$ cat config.mk
export PLATFORM = sky130hd
export DESIGN_NAME = cbo_top
export DESIGN_NICKNAME = d
export VERILOG_FILES = /design/src/design/cbo_pkg.sv /design/src/design/cbo_top.sv
export VERILOG_INCLUDE_DIRS = /design/src /design/src/design
export SDC_FILE = /design/constraint.sdc
export NUM_CORES = 1
export LEC_CHECK = 0
export BUFFER_PORTS_ARGS = -buffer_cell sky130_fd_sc_hd__buf_2
export CAP_MARGIN = 20
export CORE_MARGIN = 2
export CORE_UTILIZATION = 40
export CTS_BUF_LIST = sky130_fd_sc_hd__clkbuf_8
export DETAILED_ROUTE_END_ITERATION = 7
export PLACE_DENSITY_LB_ADDON = 0.05
export SLEW_MARGIN = 20
export SYNTH_ARGS = -nofsm -noshare
export SYNTH_HDL_FRONTEND = slang
export SYNTH_SLANG_ARGS = --single-unit
$ cat constraint.sdc
create_clock -name sys_clk_i -period 2.5 [get_ports sys_clk_i]
set_input_delay 0.25 -clock sys_clk_i [delete_from_list [all_inputs] [get_ports sys_clk_i]]
set_output_delay 0.25 -clock sys_clk_i [all_outputs]
set_load 0.005 [all_outputs]
$ cat src/design/cbo_params.svh
`ifndef CBO_PARAMS_SVH
`define CBO_PARAMS_SVH
`define CBO_NUM_OUT 10
`define CBO_ADDR_WR 8'hD2
`define CBO_ADDR_RD 8'hD3
`define CBO_REG0_MASK 8'h0F
`define CBO_REG1_MASK 8'hF0
`define CBO_REG2_MASK 8'hC0
`define CBO_REG0_RST 8'h0F
`define CBO_REG1_RST 8'hF0
`define CBO_REG2_RST 8'hC0
`define CBO_NUM_REGS 3
`endif

$ cat src/design/cbo_pkg.sv
package cbo_pkg;
   typedef enum logic [5:0] {
      ST_IDLE = 6'h01,
      ST_RECV = 6'h02,
      ST_ACK = 6'h04,
      ST_SEND = 6'h08,
      ST_MACK = 6'h10,
      ST_IGN = 6'h20
   } cbo_state_t;

   typedef struct packed {
      logic [1:0] scl_sync;
      logic [1:0] sda_sync;
      logic [1:0] ref_sync;
      logic [1:0] oe_sync;
      logic scl_prev;
      logic sda_prev;
      cbo_state_t state;
      logic [2:0] bit_cnt;
      logic [7:0] shift;
      logic [2:0] byte_idx;
      logic reading;
      logic [1:0] rd_idx;
      logic sda_drive;
      logic [7:0] reg0;
      logic [7:0] reg1;
      logic [7:0] reg2;
      logic [9:0] gate;
      logic [9:0] clk_out;
   } cbo_state_s_t;
endpackage

$ cat src/design/cbo_top.sv
`timescale 1ns/1ps
`include "cbo_params.svh"
module cbo_top
(
   input wire logic sys_clk_i,
   input wire logic arst_n_i,
   input wire logic ref_clk_i,
   input wire logic out_enable_n_i,
   input wire logic serial_clock_line_i,
   input wire logic serial_data_line_i,
   output logic serial_data_line_o,
   output logic serial_data_line_oe_n_o,
   output logic [9:0] mem_clk_o,
   output logic [9:0] mem_clk_oe_n_o
);
   cbo_pkg::cbo_state_s_t q_r;
   cbo_pkg::cbo_state_s_t q_nxt;
   logic [29:0] regs_flat;
   logic scl, sda, scl_rise, scl_fall, start_c, stop_c;

   function automatic logic [7:0] rd_byte(input logic [1:0] idx, input logic [29:0] flat);
      logic [7:0] v;
      v = 8'h00;
      unique case (idx)
         2'h0: v = flat[7:0] & `CBO_REG0_MASK;
         2'h1: v = flat[15:8] & `CBO_REG1_MASK;
         2'h2: v = flat[23:16] & `CBO_REG2_MASK;
         default: v = 8'h00;
      endcase
      return v;
   endfunction

   // ===========================================
   // Serial port decode
   assign regs_flat = {6'h00, q_r.reg2, q_r.reg1, q_r.reg0};
   assign scl = q_r.scl_sync[1];
   assign sda = q_r.sda_sync[1];
   assign scl_rise = scl & ~q_r.scl_prev;
   assign scl_fall = ~scl & q_r.scl_prev;
   assign start_c = scl & q_r.scl_prev & q_r.sda_prev & ~sda;
   assign stop_c = scl & q_r.scl_prev & ~q_r.sda_prev & sda;

   always_comb
   begin
      logic [9:0] en;
      logic [7:0] nb;
      logic [1:0] rd_nxt;
      logic [7:0] rd_first;
      en = 10'h000;
      nb = 8'h00;
      rd_nxt = (q_r.rd_idx == 2'h2) ? 2'h0 : q_r.rd_idx + 2'h1;
      rd_first = rd_byte(2'h0, regs_flat);
      q_nxt = q_r;
      q_nxt.scl_sync = {q_r.scl_sync[0], serial_clock_line_i};
      q_nxt.sda_sync = {q_r.sda_sync[0], serial_data_line_i};
      q_nxt.ref_sync = {q_r.ref_sync[0], ref_clk_i};
      q_nxt.oe_sync = {q_r.oe_sync[0], out_enable_n_i};
      q_nxt.scl_prev = scl;
      q_nxt.sda_prev = sda;
      nb = {q_r.shift[6:0], sda};
      if (start_c)
      begin
         q_nxt.state = cbo_pkg::ST_RECV;
         q_nxt.bit_cnt = 3'h0;
         q_nxt.byte_idx = 3'h0;
         q_nxt.sda_drive = 1'b0;
      end
      else if (stop_c)
      begin
         q_nxt.state = cbo_pkg::ST_IDLE;
         q_nxt.sda_drive = 1'b0;
      end
      else
      begin
         unique case (q_r.state)
            cbo_pkg::ST_IDLE:
            begin
               q_nxt.sda_drive = 1'b0;
            end
            cbo_pkg::ST_RECV:
            begin
               if (scl_rise)
               begin
                  q_nxt.shift = nb;
                  q_nxt.bit_cnt = q_r.bit_cnt + 3'h1;
                  if (q_r.bit_cnt == 3'h7)
                  begin
                     q_nxt.state = cbo_pkg::ST_ACK;
                     if (q_r.byte_idx == 3'h0)
                     begin
                        if (nb == `CBO_ADDR_WR)
                           q_nxt.reading = 1'b0;
                        else if (nb == `CBO_ADDR_RD)
                           q_nxt.reading = 1'b1;
                        else
                           q_nxt.state = cbo_pkg::ST_IGN;
                     end
                     else if (q_r.byte_idx >= 3'h3)
                     begin
                        if (q_r.byte_idx == 3'h3)
                           q_nxt.reg0 = nb & `CBO_REG0_MASK;
                        else if (q_r.byte_idx == 3'h4)
                           q_nxt.reg1 = nb & `CBO_REG1_MASK;
                        else if (q_r.byte_idx == 3'h5)
                           q_nxt.reg2 = nb & `CBO_REG2_MASK;
                     end
                     // Bytes 1 and 2 are command and count: ignored
                  end
               end
            end
            cbo_pkg::ST_ACK:
            begin
               if (scl_fall)
               begin
                  if (!q_r.sda_drive)
                     q_nxt.sda_drive = 1'b1;
                  else
                  begin
                     q_nxt.sda_drive = 1'b0;
                     q_nxt.bit_cnt = 3'h0;
                     if (q_r.byte_idx != 3'h7)
                        q_nxt.byte_idx = q_r.byte_idx + 3'h1;
                     if (q_r.reading)
                     begin
                        q_nxt.state = cbo_pkg::ST_SEND;
                        q_nxt.rd_idx = 2'h0;
                        q_nxt.shift = rd_first;
                        q_nxt.sda_drive = ~rd_first[7];
                     end
                     else
                        q_nxt.state = cbo_pkg::ST_RECV;
                  end
               end
            end
            cbo_pkg::ST_SEND:
            begin
               if (scl_fall)
               begin
                  if (q_r.bit_cnt == 3'h7)
                  begin
                     q_nxt.sda_drive = 1'b0;
                     q_nxt.state = cbo_pkg::ST_MACK;
                  end
                  else
                  begin
                     q_nxt.bit_cnt = q_r.bit_cnt + 3'h1;
                     q_nxt.shift = {q_r.shift[6:0], 1'b0};
                     q_nxt.sda_drive = ~q_r.shift[6];
                  end
               end
            end
            cbo_pkg::ST_MACK:
            begin
               if (scl_rise)
               begin
                  if (sda)
                     q_nxt.state = cbo_pkg::ST_IGN;
                  else
                  begin
                     // Master acked: next byte, wraps past last register
                     q_nxt.bit_cnt = 3'h0;
                     q_nxt.rd_idx = rd_nxt;
                     q_nxt.shift = rd_byte(rd_nxt, regs_flat);
                  end
               end
               else if (scl_fall && q_r.bit_cnt == 3'h0)
               begin
                  q_nxt.state = cbo_pkg::ST_SEND;
                  q_nxt.sda_drive = ~q_r.shift[7];
               end
            end
            cbo_pkg::ST_IGN:
            begin
               q_nxt.sda_drive = 1'b0;
            end
            default:
            begin
               q_nxt.state = cbo_pkg::ST_IDLE;
            end
         endcase
      end

      // ===========================================
      // Glitch-free output gating
      en = {q_r.reg2[7:6], q_r.reg1[7:4], q_r.reg0[3:0]};
      for (int i = 0; i < `CBO_NUM_OUT; i++)
      begin
         if (!q_r.ref_sync[1] && !q_r.clk_out[i])
            q_nxt.gate[i] = en[i];
         q_nxt.clk_out[i] = q_r.ref_sync[1] & q_r.gate[i];
      end
   end

   always_ff @(posedge sys_clk_i or negedge arst_n_i)
   begin
      if (!arst_n_i)
      begin
         q_r <= '0;
         q_r.state <= cbo_pkg::ST_IDLE;
         q_r.scl_sync <= 2'h3;
         q_r.sda_sync <= 2'h3;
         q_r.oe_sync <= 2'h3;
         q_r.scl_prev <= 1'b1;
         q_r.sda_prev <= 1'b1;
         q_r.reg0 <= `CBO_REG0_RST;
         q_r.reg1 <= `CBO_REG1_RST;
         q_r.reg2 <= `CBO_REG2_RST;
         q_r.gate <= 10'h3FF;
      end
      else
         q_r <= q_nxt;
   end

   // ===========================================
   // Pins
   assign serial_data_line_o = 1'b0;
   assign serial_data_line_oe_n_o = ~q_r.sda_drive;
   assign mem_clk_o = q_r.clk_out;
   assign mem_clk_oe_n_o = {`CBO_NUM_OUT{~q_r.oe_sync[1]}};

   // ===========================================
   // Checks
   a_tristate_all: assert property (@(posedge sys_clk_i) disable iff (!arst_n_i)
      !q_r.oe_sync[1] |-> mem_clk_oe_n_o == 10'h3FF)
      else $error("outputs not floated");

   a_stopped_low: assert property (@(posedge sys_clk_i) disable iff (!arst_n_i)
      (q_r.gate == 10'h000) |=> mem_clk_o == 10'h000)
      else $error("stopped output toggles");

   a_gate_glitch: assert property (@(posedge sys_clk_i) disable iff (!arst_n_i)
      (q_r.gate != $past(q_r.gate)) |-> ($past(q_r.clk_out) & (q_r.gate ^ $past(q_r.gate))) == 10'h000)
      else $error("gate changed while high");

   a_reserved_zero: assert property (@(posedge sys_clk_i) disable iff (!arst_n_i)
      (q_r.reg0 & ~`CBO_REG0_MASK) == 8'h00 && (q_r.reg1 & ~`CBO_REG1_MASK) == 8'h00
      && (q_r.reg2 & ~`CBO_REG2_MASK) == 8'h00)
      else $error("reserved bit set");

   a_ack_scl_low: assert property (@(posedge sys_clk_i) disable iff (!arst_n_i)
      $changed(q_r.sda_drive) && !start_c && !stop_c |-> !scl)
      else $error("data changed with clock high");

   a_start_recv: assert property (@(posedge sys_clk_i) disable iff (!arst_n_i)
      start_c |=> q_r.state == cbo_pkg::ST_RECV && q_r.bit_cnt == 3'h0)
      else $error("start not taken");

   a_stop_idle: assert property (@(posedge sys_clk_i) disable iff (!arst_n_i)
      stop_c |=> q_r.state == cbo_pkg::ST_IDLE && !q_r.sda_drive)
      else $error("stop not taken");

   a_addr_ack: assert property (@(posedge sys_clk_i) disable iff (!arst_n_i)
      q_r.state == cbo_pkg::ST_RECV && q_r.byte_idx == 3'h0 && q_r.bit_cnt == 3'h7 && scl_rise
      && {q_r.shift[6:0], sda} == `CBO_ADDR_WR && !start_c && !stop_c |=> q_r.state == cbo_pkg::ST_ACK)
      else $error("own address not acked");

   // ===========================================
   // Transfer sequencing and output-enable checks
   a_addr_refuse: assert property (@(posedge sys_clk_i) disable iff (!arst_n_i)
      q_r.state == cbo_pkg::ST_RECV && q_r.byte_idx == 3'h0 && q_r.bit_cnt == 3'h7 && scl_rise
      && {q_r.shift[6:0], sda} != `CBO_ADDR_WR && {q_r.shift[6:0], sda} != `CBO_ADDR_RD |=> q_r.state == cbo_pkg::ST_IGN)
      else $error("foreign address taken");

   a_ign_hold: assert property (@(posedge sys_clk_i) disable iff (!arst_n_i)
      q_r.state == cbo_pkg::ST_IGN && !start_c && !stop_c |=> q_r.state == cbo_pkg::ST_IGN)
      else $error("ignored transfer resumed");

   a_ign_quiet: assert property (@(posedge sys_clk_i) disable iff (!arst_n_i)
      q_r.state == cbo_pkg::ST_IGN |-> !q_r.sda_drive)
      else $error("data driven while ignoring");

   a_idle_release: assert property (@(posedge sys_clk_i) disable iff (!arst_n_i)
      q_r.state == cbo_pkg::ST_IDLE |-> !q_r.sda_drive)
      else $error("data driven while idle");

   a_recv_count: assert property (@(posedge sys_clk_i) disable iff (!arst_n_i)
      q_r.state == cbo_pkg::ST_RECV && scl_rise && !start_c && !stop_c |=> q_r.bit_cnt == $past(q_r.bit_cnt) + 3'h1)
      else $error("bit count not advanced");

   a_ack_low: assert property (@(posedge sys_clk_i) disable iff (!arst_n_i)
      q_r.state == cbo_pkg::ST_ACK && scl_fall && !q_r.sda_drive |=> q_r.sda_drive)
      else $error("acknowledge not driven");

   a_ack_release: assert property (@(posedge sys_clk_i) disable iff (!arst_n_i)
      q_r.state == cbo_pkg::ST_ACK && scl_fall && q_r.sda_drive && !q_r.reading
      |=> q_r.state == cbo_pkg::ST_RECV && !q_r.sda_drive)
      else $error("acknowledge not released");

   a_byte_sat: assert property (@(posedge sys_clk_i) disable iff (!arst_n_i)
      q_r.byte_idx == 3'h7 && !start_c |=> q_r.byte_idx == 3'h7)
      else $error("byte index wrapped");

   a_write_reg0: assert property (@(posedge sys_clk_i) disable iff (!arst_n_i)
      q_r.state == cbo_pkg::ST_RECV && q_r.byte_idx == 3'h3 && q_r.bit_cnt == 3'h7 && scl_rise
      |=> q_r.reg0 == ($past({q_r.shift[6:0], sda}) & `CBO_REG0_MASK))
      else $error("first enable byte not stored");

   a_write_reg1: assert property (@(posedge sys_clk_i) disable iff (!arst_n_i)
      q_r.state == cbo_pkg::ST_RECV && q_r.byte_idx == 3'h4 && q_r.bit_cnt == 3'h7 && scl_rise
      |=> q_r.reg1 == ($past({q_r.shift[6:0], sda}) & `CBO_REG1_MASK))
      else $error("second enable byte not stored");

   a_reg_write_only: assert property (@(posedge sys_clk_i) disable iff (!arst_n_i)
      {q_r.reg2, q_r.reg1, q_r.reg0} != $past({q_r.reg2, q_r.reg1, q_r.reg0})
      |-> q_r.state == cbo_pkg::ST_ACK && $past(q_r.state) == cbo_pkg::ST_RECV)
      else $error("enable register changed outside a write");

   a_read_first: assert property (@(posedge sys_clk_i) disable iff (!arst_n_i)
      q_r.state == cbo_pkg::ST_ACK && scl_fall && q_r.sda_drive && q_r.reading
      |=> q_r.state == cbo_pkg::ST_SEND && q_r.sda_drive == ~q_r.shift[7])
      else $error("read byte not started");

   a_send_bit: assert property (@(posedge sys_clk_i) disable iff (!arst_n_i)
      q_r.state == cbo_pkg::ST_SEND && scl_fall && q_r.bit_cnt != 3'h7 |=> q_r.sda_drive == ~q_r.shift[7])
      else $error("read bit not driven");

   a_send_last: assert property (@(posedge sys_clk_i) disable iff (!arst_n_i)
      q_r.state == cbo_pkg::ST_SEND && scl_fall && q_r.bit_cnt == 3'h7
      |=> q_r.state == cbo_pkg::ST_MACK && !q_r.sda_drive)
      else $error("data not released for master ack");

   a_mack_next: assert property (@(posedge sys_clk_i) disable iff (!arst_n_i)
      q_r.state == cbo_pkg::ST_MACK && scl_fall && q_r.bit_cnt == 3'h0
      |=> q_r.state == cbo_pkg::ST_SEND && q_r.sda_drive == ~q_r.shift[7])
      else $error("next read byte not started");

   a_mack_nack: assert property (@(posedge sys_clk_i) disable iff (!arst_n_i)
      q_r.state == cbo_pkg::ST_MACK && scl_rise && sda |=> q_r.state == cbo_pkg::ST_IGN)
      else $error("master nack not taken");

   a_rd_wrap: assert property (@(posedge sys_clk_i) disable iff (!arst_n_i)
      q_r.state == cbo_pkg::ST_MACK && scl_rise && !sda && q_r.rd_idx == 2'h2 |=> q_r.rd_idx == 2'h0)
      else $error("read index not wrapped");

   a_oe_release: assert property (@(posedge sys_clk_i) disable iff (!arst_n_i)
      q_r.oe_sync[1] |-> mem_clk_oe_n_o == 10'h000)
      else $error("outputs floated while enabled");

   // ===========================================
   // Per-output checks
   generate
      for (genvar g = 0; g < `CBO_NUM_OUT; g++)
      begin : g_out
         a_clk_follow: assert property (@(posedge sys_clk_i) disable iff (!arst_n_i)
            q_r.gate[g] |=> q_r.clk_out[g] == $past(q_r.ref_sync[1]))
            else $error("enabled output not following reference");

         a_clk_stop: assert property (@(posedge sys_clk_i) disable iff (!arst_n_i)
            !q_r.gate[g] |=> !q_r.clk_out[g])
            else $error("stopped output not low");

         a_gate_low: assert property (@(posedge sys_clk_i) disable iff (!arst_n_i)
            q_r.gate[g] != $past(q_r.gate[g]) |-> !$past(q_r.ref_sync[1]) && !$past(q_r.clk_out[g]))
            else $error("output gate changed while high");
      end
   endgenerate
endmodule

* Word-level counts from Yosys, hierarchy flattened *
Cells that the tools add are included.

word-level totals
  flip-flop bits (word level) = 64
  bits of input ports = 6

cells by class
  add/sub/neg operators = 3
  order comparisons = 1
  equality and inequality tests = 43
  muxes and demuxes = 47
  bitwise logic cells = 30
  reductions and logical operators = 45

operators with widths
  kind                                          number
  2-to-1 mux 6 bit                              9
  2-to-1 mux 17 bit                             3
  case mux 11 bit (4 select lines)              1
  2-to-1 mux 20 bit                             2
  2-to-1 mux 11 bit                             3
  inequality test 4 bit, second input constant  8
  case mux 6 bit (5 select lines)               1
  AND reduction 9 bit                           3
  inequality test 3 bit, second input constant  8
  case mux 8 bit (3 select lines)               1
  inequality test 2 bit, second input constant  9
  AND 1 bit                                     17
  equality test 8 bit, second input constant    2
  AND reduction 8 bit                           2
  2-to-1 mux 3 bit                              5
  2-to-1 mux 1 bit                              13
  NOT 1 bit                                     13
  nonzero test 2 bit                            6
  logical AND 1 bit                             11
  logical NOT 1 bit                             11
  AND reduction 11 bit                          1
  inequality test 5 bit, second input constant  2
  AND reduction 10 bit                          1
  AND reduction 5 bit                           2
  other kinds (27)                              35

* Longest topological paths before layout *
Gate-level depths: netlist of the first run.

  depth after elaboration = 9
  mapped depth = 7

* Least setup slack after synthesis of the first run *
OpenSTA, ideal clock, no wires.

  path kind = reg2reg
  start = register q_r[59] (netlist name)
  end = register q_r[51] (netlist name)
  library setup time = 0.125 ns
  data arrival time = 1.966 ns
  data required time = 2.375 ns
  setup slack = 0.409 ns
  stages on the path, launching flop included = 7
  buffers on the path = 0
  period minus slack after synthesis = 2.091 ns
  cell sequence = dfrtp_1 -> ha_1 -> ha_1 -> nor4_1 -> o21ai_2 -> nor3b_4 -> mux2_4

on the way
  word-level cells in the longest chain between the ends = 3

RTL lines
  item                             line            RTL
  start: declaration               cbo_top.sv:16   cbo_pkg::cbo_state_s_t q_r;
  start signal: assignment         cbo_top.sv:211  q_r <= q_nxt;
  equality test 3 bit              cbo_top.sv:139  if (q_r.bit_cnt == 3'h7)
  inequality test 2 bit (no line)  --
  AND reduction 11 bit (no line)   --

Every way passes these cells.
A chain may end at the register's enable or synchronous reset.

* Worst setup path after layout of the first run *
  start = register q_r[59] (netlist name)
  end = register q_r[52] (netlist name)

Same word-level chain as after synthesis.

==> impl_results.md, run 1 <==
- Fraction of registers with async set/reset: 100.0%
- Status: complete, no violations
- Pwr/cell area: 789.3 nW/µm²
- Layout cells sized above 1: 38.65%
- First-pass DRT Iterations: 4
- Clock transition at the registers of the reported paths: 0.07 ns
- Crit-path max cell delay: 0.55 ns
- Delay-heaviest family, CP: simple AND/OR/NAND/NOR gates
- Wire per inst: 16.50 µm
- Die height: 96.97 µm
- Top cells by area, synth: dfrtp_1 (25%), dfstp_2 (22%), mux2_2 (7.2%)
- CTS tree: built
- Buffers added on ports: 26
- Number of global-route vias before repair: 2,180
- Post-synth top area cell: dfrtp_1
- Peak supply drop: 0.2915 mV
- Leak pwr: 0.001708 µW
- First-pass GRT wire length: 11.64 mm
- Total negative slack: 0 ns
- # rows: 33
- EDFF count, synth: 0
- PnR worst setup slack: 0.2500 ns
- Die area: 9402 µm²
- Syn Inst Count: 301
- Yosys reg bits: 64
- Post-synth top flop: dfrtp_1
- Synthesized Nets: 315
- GP Congestion: 0.8803
- Final #Nets: 335
- Total Wirelength: 7.111 mm
- Unique masters post-synth: 62
- Arrival time worst endpoint: 2.49 ns
- Max Fclk: 0.4444 GHz
- Avg Inst Size Synth: 11.49 µm²
- Relative slew slack: 45.50%
- Setup Fix Bufs, Post-CTS: 0
- Clock tree buffer depth: 2
- CTS buffer count: 9
- Place WS: 0.2537 ns
- Crit-path cells: ha_1, ha_1, nor4_1, o21ai_2, nor3b_4, mux2_4
- Most common cell after layout, fill and taps aside: dfrtp_1
- RSZ-0062 raised after global routing: false
- Global-route congestion overflow total: 0
- MaxCap Viol Count: 0
- Sequential share of the synthesized area: 47.38%
- DP Wirelength: 4.981 mm
- Clock skew: 0.01037 ns
- Crit path kind: register to register
- Clk root buf: clkbuf_8
- Area Growth Syn to Fin: 9.338%
- Vias per cell: 5.318
- CORE AREA: 8299 µm²
- Most frequent cells in the layout: dfrtp_1 (35), dfstp_2 (29), buf_2 (26)
- Synth warnings: 0
- Number of remaining DRC errors: 0
- Initial antenna violation count: 0
- Largest net degree at the start of global routing: 65
- CTS sink count: 64
- DRT iter0 DRCs: 235
- Peak fanout along the critical path: 8
- Clock latency on the worst-skew pair: 0.36 ns
- Final min period: 2.250 ns
- # IOs: 28
- Initial Util: 41.66%
- Slowest CP cell: nor3b_4
- Startpoint types: register
- Final setup fails: 0
- Mapped cell area: 3457 µm²
- H-tree lvl count: 3
- N_diodes: 0
- Top-area cell type share of the netlist area: 25.33%
- Final cycle utilization of the critical path: 90.00%
- Most frequent cell on the critical path: ha_1
- Die Wd: 96.97 µm
- Worst min path class: primary input to async pin
- Fin. max-slew vios: 0
- Fin. Hold Viols: 0
- Critical path buffers and inverters: 0
- Worst Path Required: 2.74 ns
- Worst-margin pin slew: 0.8175 ns
- Critical path endpoint category: register
- Via count: 2,292
- Post-route ant nets: 0
- Total Routing Usage GR: 15.98%
-- sequential cells by signal (all words and copies together) (netlist names) --
signal	count
q_r	48
mem_clk_o	10
q_nxt	6
-- power by group --
group	switching [µW]	total, µW	internal, µW	leakage (µW)
Sequential	168	1330	1160	0.000772
Clock	448	815	367	0.0000862
Combinational	435	842	407	0.000850
-- metal layers --
metal,part of all wire [%],global-route usage [%],vias to the layer above
met1,48,22.33,1111
met5,0,0,-
met4,2.5,6.284,0
met2,44,23.34,62
met3,4.9,4.697,14
li1,-,-,1105
-- worst register-to-register path: stages (launching register included) --
cell and delay, ns:
dfrtp_1 0.40, ha_1 0.20, ha_1 0.20, nor4_1 0.29, o21ai_2 0.13, nor3b_4 0.55, mux2_4 0.35
-- per-stage QoR --
stage,cell area [µm²],power (µW),util [%],hold WS [ns],instances
after floorplan,3457,1972,-,-0.04559,301
after global placement,3561,2197,42.91,0.3434,411
after detailed placement,3561,2183,42.91,0.3433,411
after CTS,3780,3032,45.55,0.1026,431
after global routing,3780,3190,45.55,0.1589,431
final,3780,2983,45.55,0.06109,431
-- worst paths after layout --
path / endpoint / depth (start not counted) / slack [ns] / startpoint
max: q_r[52] / 6 / 0.25 / q_r[59]
min: q_r[64] / 2 / 0.06 / arst_n_i
max reg2reg: q_r[52] / 6 / 0.25 / q_r[59]
min reg2reg: q_nxt[69] / 0 / 0.36 / q_nxt[77]
max in group asynchronous: q_r[63] / 2 / 1.89 / arst_n_i
min in group sys_clk_i: q_nxt[69] / 0 / 0.36 / q_nxt[77]
-- cell usage after synthesis (4+ instances only) --
master and count:
dfrtp_1 35, dfstp_2 29, mux2_2 22, buf_4 21
nor2_1 17, nand2_1 16, a22o_1 10, and2_1 10
inv_1 10, a21oi_1 9, ha_1 8, mux2_4 8
nor4_1 7, o21ai_0 7, nand3_1 6, nor3_1 6
a21o_1 5, nand2b_1 5, buf_6 4, mux2i_1 4
nor2b_1 4, xor2_1 4
-- what timing repair did --
item                                   4_1_cts  5_1_grt
hold buffers                                 4        0
gates resized for setup                      0        0
setup endpoints to repair                    0        0
endpoints found under the hold margin        4        0
-- cell type report --
class	instances	area [µm²]
Clock buffer	9	123.9
Clock inverter	7	55.05
Fill cell	801	4519
Inverter	10	37.54
Multi-Input combinational cell	197	1556
Sequential cell	64	1638
Tap cell	105	131.4
Timing Repair Buffer	39	237.7
-- cells by family (layout without fill, tap and decap cells) --
| kind of cell | after synthesis | in the layout | synth area share [%] |
|---|---|---|---|
| and+or+nand+nor | 93 | 93 | 16.11 |
| DFF | 64 | 64 | 47.38 |
| AOI/OAI and AO/OA | 55 | 55 | 12.52 |
| buffers and inverters | 40 | 65 | 7.600 |
| muxes | 35 | 35 | 12.12 |
| adders and majority gates | 8 | 8 | 2.896 |
| xor gates and xnor gates | 5 | 5 | 1.267 |
| other | 1 | 1 | 0.1085 |
Power figures use the tool's default switching activity.
==> inputs of run 2 (changes only) <==
==> constraint.sdc (replaced) <==
create_clock -name sys_clk_i -period 2.5 [get_ports sys_clk_i]
set_input_delay 0.125 -clock sys_clk_i [delete_from_list [all_inputs] [get_ports sys_clk_i]]
set_output_delay 0.125 -clock sys_clk_i [all_outputs]
set_load 0.005 [all_outputs]
==> run 2 against run 1 <==
Against the previous run: sequential power about the same; total power is 0.64% higher; cell count rose by 0.23%; critical path type unchanged; critical path depth unchanged; sequential cell count did not move; clock skew is 0.0015 ns higher; largest cell class unchanged; sequential share of layout area fell by 0.11 points.
==> impl_results.md, run 2 (synthesis results as in run 1) <==
- Initial Util: 41.66%
- Die area: 9402 µm²
- Largest register FFs: 48
- CORE AREA: 8299 µm²
- Clock tree buffer depth: 2
- Design Power: 3002 µW
- DRT iter0 DRCs: 115
- Share of power burned in the clock network: 27.4%
- Clock skew: 0.01191 ns
- Wire per inst: 16.19 µm
- CP endpoint: q_r[53]
- Total Routing Usage GR: 15.54%
- MaxCap Viol Count: 0
- Reg-to-reg startpoint: q_r[59]
- Startpoint types: register
- Total negative slack: 0 ns
- Pwr/cell area: 792.2 nW/µm²
- GP Congestion: 0.9268
- Slowest CP cell: nor3b_4
- Crit-path max cell delay: 0.56 ns
- Critical path endpoint category: register
- Post-cts repair resize count: 0
- Vias per cell: 5.410
- Worst Path Required: 2.73 ns
- First-pass DRT Iterations: 4
- Crit-path cells: ha_1, ha_1, nor4_1, o21ai_2, nor3b_4, mux2_4
- Clock transition at the registers of the reported paths: 0.08 ns
- Relative slew slack: 44.59%
- Crit path kind: register to register
- NetSw: 1069 µW
- Die Wd: 96.97 µm
- Sw frac: 35.61%
- Register-to-Register Path Depth: 6
- Peak supply drop: 0.2499 mV
- Hold_buf cts: 5
- H-tree lvl count: 3
- Initial antenna violation count: 0
- CTS buffer count: 9
- Global-route congestion overflow total: 0
- Flop2flop setup slack: 0.15 ns
- Int Power: 1933 µW
- Area Growth Syn to Fin: 9.627%
- Largest net degree at the start of global routing: 65
- RSZ-0062 raised after global routing: false
- Layout cells sized above 1: 38.53%
- N_diodes: 0
- Combinational power share: 28.1%
- Fin. Hold Viols: 0
- CTS tree: built
- # IOs: 28
- Total Wirelength: 6.992 mm
- Number of global-route vias before repair: 2,245
- Most common cell after layout, fill and taps aside: dfrtp_1
- # rows: 33
- Final #Nets: 336
- Final min period: 2.347 ns
- Die height: 96.97 µm
- CTS sink count: 64
- Worst min path class: register to register
- Leak pwr: 0.001712 µW
- Final cycle utilization of the critical path: 93.88%
- Crit path launch: q_r[59]
- Via count: 2,337
- Fin. max-slew vios: 0
- Fill cells: 773
- Status: complete, no violations
- Setup Fix Bufs, Post-CTS: 0
- Clock latency on the worst-skew pair: 0.35 ns
- Number of remaining DRC errors: 0
- Most frequent cell on the critical path: ha_1
- Buffers added on ports: 26
- Peak fanout along the critical path: 8
- Seq pwr share: 44.4%
- Worst-margin pin slew: 0.8312 ns
- Post-route ant nets: 0
- Most frequent cells in the layout: dfrtp_1 (35), dfstp_2 (29), buf_2 (26)
- R2r endpoint: q_r[53]
- Max Fclk: 0.4261 GHz
- Clk root buf: clkbuf_8
- First-pass GRT wire length: 11.63 mm
- Most flop-heavy register: q_r
- DP Wirelength: 4.855 mm
- Final setup fails: 0
- Arrival time worst endpoint: 2.58 ns
-- run 2: stage by stage --
step / cells / hold WS [ns] / util (%) / area, µm² / setup slack (ns)
6_report: 432 / 0.3581 / 45.67 / 3790 / 0.1530
4_1_cts: 432 / 0.3553 / 45.67 / 3790 / 0.1806
3_5_place_dp: 411 / 0.2319 / 42.91 / 3561 / 0.2030
2_1_floorplan: 301 / -0.1706 / - / 3457 / 0.4085
3_3_place_gp: 411 / 0.2311 / 42.91 / 3561 / 0.2441
5_1_grt: 432 / 0.3516 / 45.67 / 3790 / 0.05374
-- run 2: worst min-delay path by stage --
stage,slack [ns],to,cells past startpoint,startpoint
final,0.36,q_r[71],0,q_nxt[71]
after detailed placement,0.23,q_nxt[77],1,serial_clock_line_i
after global routing,0.35,q_r[71],0,q_nxt[71]
after floorplan,-0.17,mem_clk_o[0],0,arst_n_i
after CTS,0.36,q_r[71],0,q_nxt[71]
after global placement,0.23,q_nxt[77],1,serial_clock_line_i
-- run 2: power by group through the flow --
stage / Combinational (µW) / Sequential, µW / Clock [µW]
2_1_floorplan: 722 / 1250 / 0
3_3_place_gp: 841 / 1350 / 0
3_5_place_dp: 832 / 1350 / 0
4_1_cts: 841 / 1330 / 869
5_1_grt: 932 / 1360 / 905
6_report: 845 / 1330 / 823
-- run 2: cell type report --
| cell class | count | area, µm² | area share, % |
|---|---|---|---|
| flip-flops and latches | 64 | 1638 | 43.22 |
| multi-input cells | 197 | 1556 | 41.07 |
| repair buffers | 40 | 247.7 | 6.537 |
| well taps | 105 | 131.4 | 3.466 |
| clock buffers | 9 | 123.9 | 3.268 |
| clock inverters | 7 | 55.05 | 1.453 |
| inverters | 10 | 37.54 | 0.9904 |
-- run 2: worst max-delay path, delay by kind of cell, from the launching register on --
| family | cells | cell delay, ns |
|---|---|---|
| simple gates | 2 | 0.92 |
| flops | 1 | 0.40 |
| fa+ha+maj | 2 | 0.40 |
| mux | 1 | 0.35 |
| compound gates | 1 | 0.15 |
-- run 2: layer usage --
| metal | wire length, µm | track usage, % | share of wire, % |
|---|---|---|---|
| met3 | 372 | 4.624 | 5.3 |
| met4 | 225 | 7.801 | 3.2 |
| met2 | 3070 | 22.22 | 44 |
| met5 | 0 | 0 | 0 |
| met1 | 3323 | 21.34 | 48 |
==> inputs of run 3 (changes only) <==
==> constraint.sdc (replaced) <==
create_clock -name sys_clk_i -period 2.6 [get_ports sys_clk_i]
set_input_delay 0.13 -clock sys_clk_i [delete_from_list [all_inputs] [get_ports sys_clk_i]]
set_output_delay 0.13 -clock sys_clk_i [all_outputs]
set_load 0.005 [all_outputs]
==> run 3 against run 2 <==
Against the previous run: cell count is 0.46% lower; die area stayed put; sequential share of layout area fell by 0.13 points; clock power rose by 5.8%; non-clock buffer count shrank 2; worst setup slack improved by 0.20 ns; total power fell by 0.72%; sequential cell count unchanged; critical path depth is the same; highest routed layer unchanged.
==> impl_results.md, run 3 (synthesis results as in run 1) <==
- Peak supply drop: 0.3587 mV
- Final #Nets: 334
- Most common cell after layout, fill and taps aside: dfrtp_1
- Most flop-heavy register: q_r
- Fill cells: 785
- Final setup fails: 0
- Vias per cell: 5.256
- Worst Hold Slack: 0.1529 ns
- Worst min path class: primary input to async pin
- Reg area: 1638 µm²
- CTS buffer count: 9
- Clock latency on the worst-skew pair: 0.34 ns
- Relative slew slack: 58.87%
- Post-DP Area: 3546 µm²
- Total Wirelength: 6.897 mm
- MaxCap Viol Count: 0
- Number of global-route vias before repair: 2,262
- Crit path kind: register to register
- RSZ-0062 raised after global routing: false
- Area Growth Syn to Fin: 9.953%
- Multi-input gate area: 1556 µm²
- Post-route ant nets: 0
- Wire per inst: 16.04 µm
- DP Wirelength: 4.974 mm
- Arrival time worst endpoint: 2.51 ns
- Die area: 9402 µm²
- Worst Path Required: 2.86 ns
- Place WS: 0.4032 ns
- Pwr/cell area: 784.1 nW/µm²
- Die Wd: 96.97 µm
- Layout cells sized above 1: 38.15%
- Via count: 2,260
- PnR worst setup slack: 0.3492 ns
- Leak pwr: 0.001715 µW
- # IOs: 28
- Post-route cell area: 3801 µm²
- Initial Util: 41.66%
- Status: complete, no violations
- Clock skew: 0.01043 ns
- CTS sink count: 64
- First-pass DRT Iterations: 4
- N_diodes: 0
- Total negative slack: 0 ns
- Clock transition at the registers of the reported paths: 0.08 ns
- Peak fanout along the critical path: 4
- Largest net degree at the start of global routing: 37
- CORE AREA: 8299 µm²
- First-pass GRT wire length: 11.78 mm
- Fin. max-slew vios: 0
- GP Congestion: 0.8810
- Die height: 96.97 µm
- Setup Fix Bufs, Post-CTS: 0
- Clk root buf: clkbuf_8
- Global-route congestion overflow total: 0
- Critical path endpoint category: register
- # rows: 33
- Final cycle utilization of the critical path: 86.57%
- CTS tree: built
- Initial antenna violation count: 0
- Final min period: 2.251 ns
- Startpoint types: register
- H-tree lvl count: 3
- DRT iter0 DRCs: 163
- Worst-margin pin slew: 0.6122 ns
- Max Fclk: 0.4443 GHz
- Clock tree buffer depth: 2
- Largest register FFs: 48
- DP Cell Count: 409
- Buffers added on ports: 26
- Number of remaining DRC errors: 0
- Layout Cells excl Fill: 430
- Fin. Hold Viols: 0
- Total Routing Usage GR: 15.70%
- Most frequent cells in the layout: dfrtp_1 (35), dfstp_2 (29), buf_2 (26)
## run 3: cell count changes in the layout (fill, tap and decap cells not counted)
cell / before / now
buf_4: 9 / 7
bufinv_16: 0 / 1
clkbuf_8: 9 / 10
clkinv_4: 2 / 1
inv_6: 2 / 1
## run 3: worst paths after layout
| check | startpoint | to | slack (ns) | cells past startpoint |
|---|---|---|---|---|
| setup / recovery | q_r[59] | q_r[60] | 0.35 | 6 |
| hold / removal | arst_n_i | q_r[65] | 0.15 | 2 |
| setup reg to reg | q_r[59] | q_r[60] | 0.35 | 6 |
| hold reg to reg | q_nxt[73] | q_r[73] | 0.36 | 0 |
| max in group asynchronous | arst_n_i | q_r[14] | 1.73 | 3 |
| min in group sys_clk_i | q_nxt[73] | q_r[73] | 0.36 | 0 |
## run 3: critical path, stage by stage, from the launching register on
cell and delay [ns]:
dfrtp_1 0.40, ha_1 0.22, ha_1 0.26, nor4_1 0.33, o21ai_2 0.15, nor4_2 0.55, mux2i_1 0.26
## run 3: metal layers
| layer | global-route usage, % | vias up | wire length, µm |
|---|---|---|---|
| met5 | 0 | - | 0 |
| met4 | 6.609 | 0 | 162 |
| met3 | 4.480 | 17 | 314 |
| met2 | 23.13 | 63 | 2975 |
| met1 | 21.63 | 1077 | 3444 |
| li1 | - | 1103 | - |
## run 3: cell type report
cell class	instances	share of cell area, %
Sequential cell	64	43.09
Multi-Input combinational cell	197	40.95
Timing Repair Buffer	38	6.122
Clock buffer	10	3.621
Tap cell	105	3.456
Clock inverter	6	1.777
Inverter	10	0.9875
## run 3: what timing repair did
action | CTS | global route
endpoints found under the hold margin | 29 | 0
hold buffers | 5 | 0
resized for setup | 0 | 0
## run 3: through the flow
stage | utilization, % | power, µW
after floorplan | - | 1896
after global placement | 42.73 | 2117
after detailed placement | 42.73 | 2115
after CTS | 45.80 | 3025
after global routing | 45.80 | 3184
final | 45.80 | 2981
## run 3: report_power, final
part,switching (µW),internal (µW),total (µW)
clock,399,472,871
combinational,445,399,844
sequential,151,1120,1270
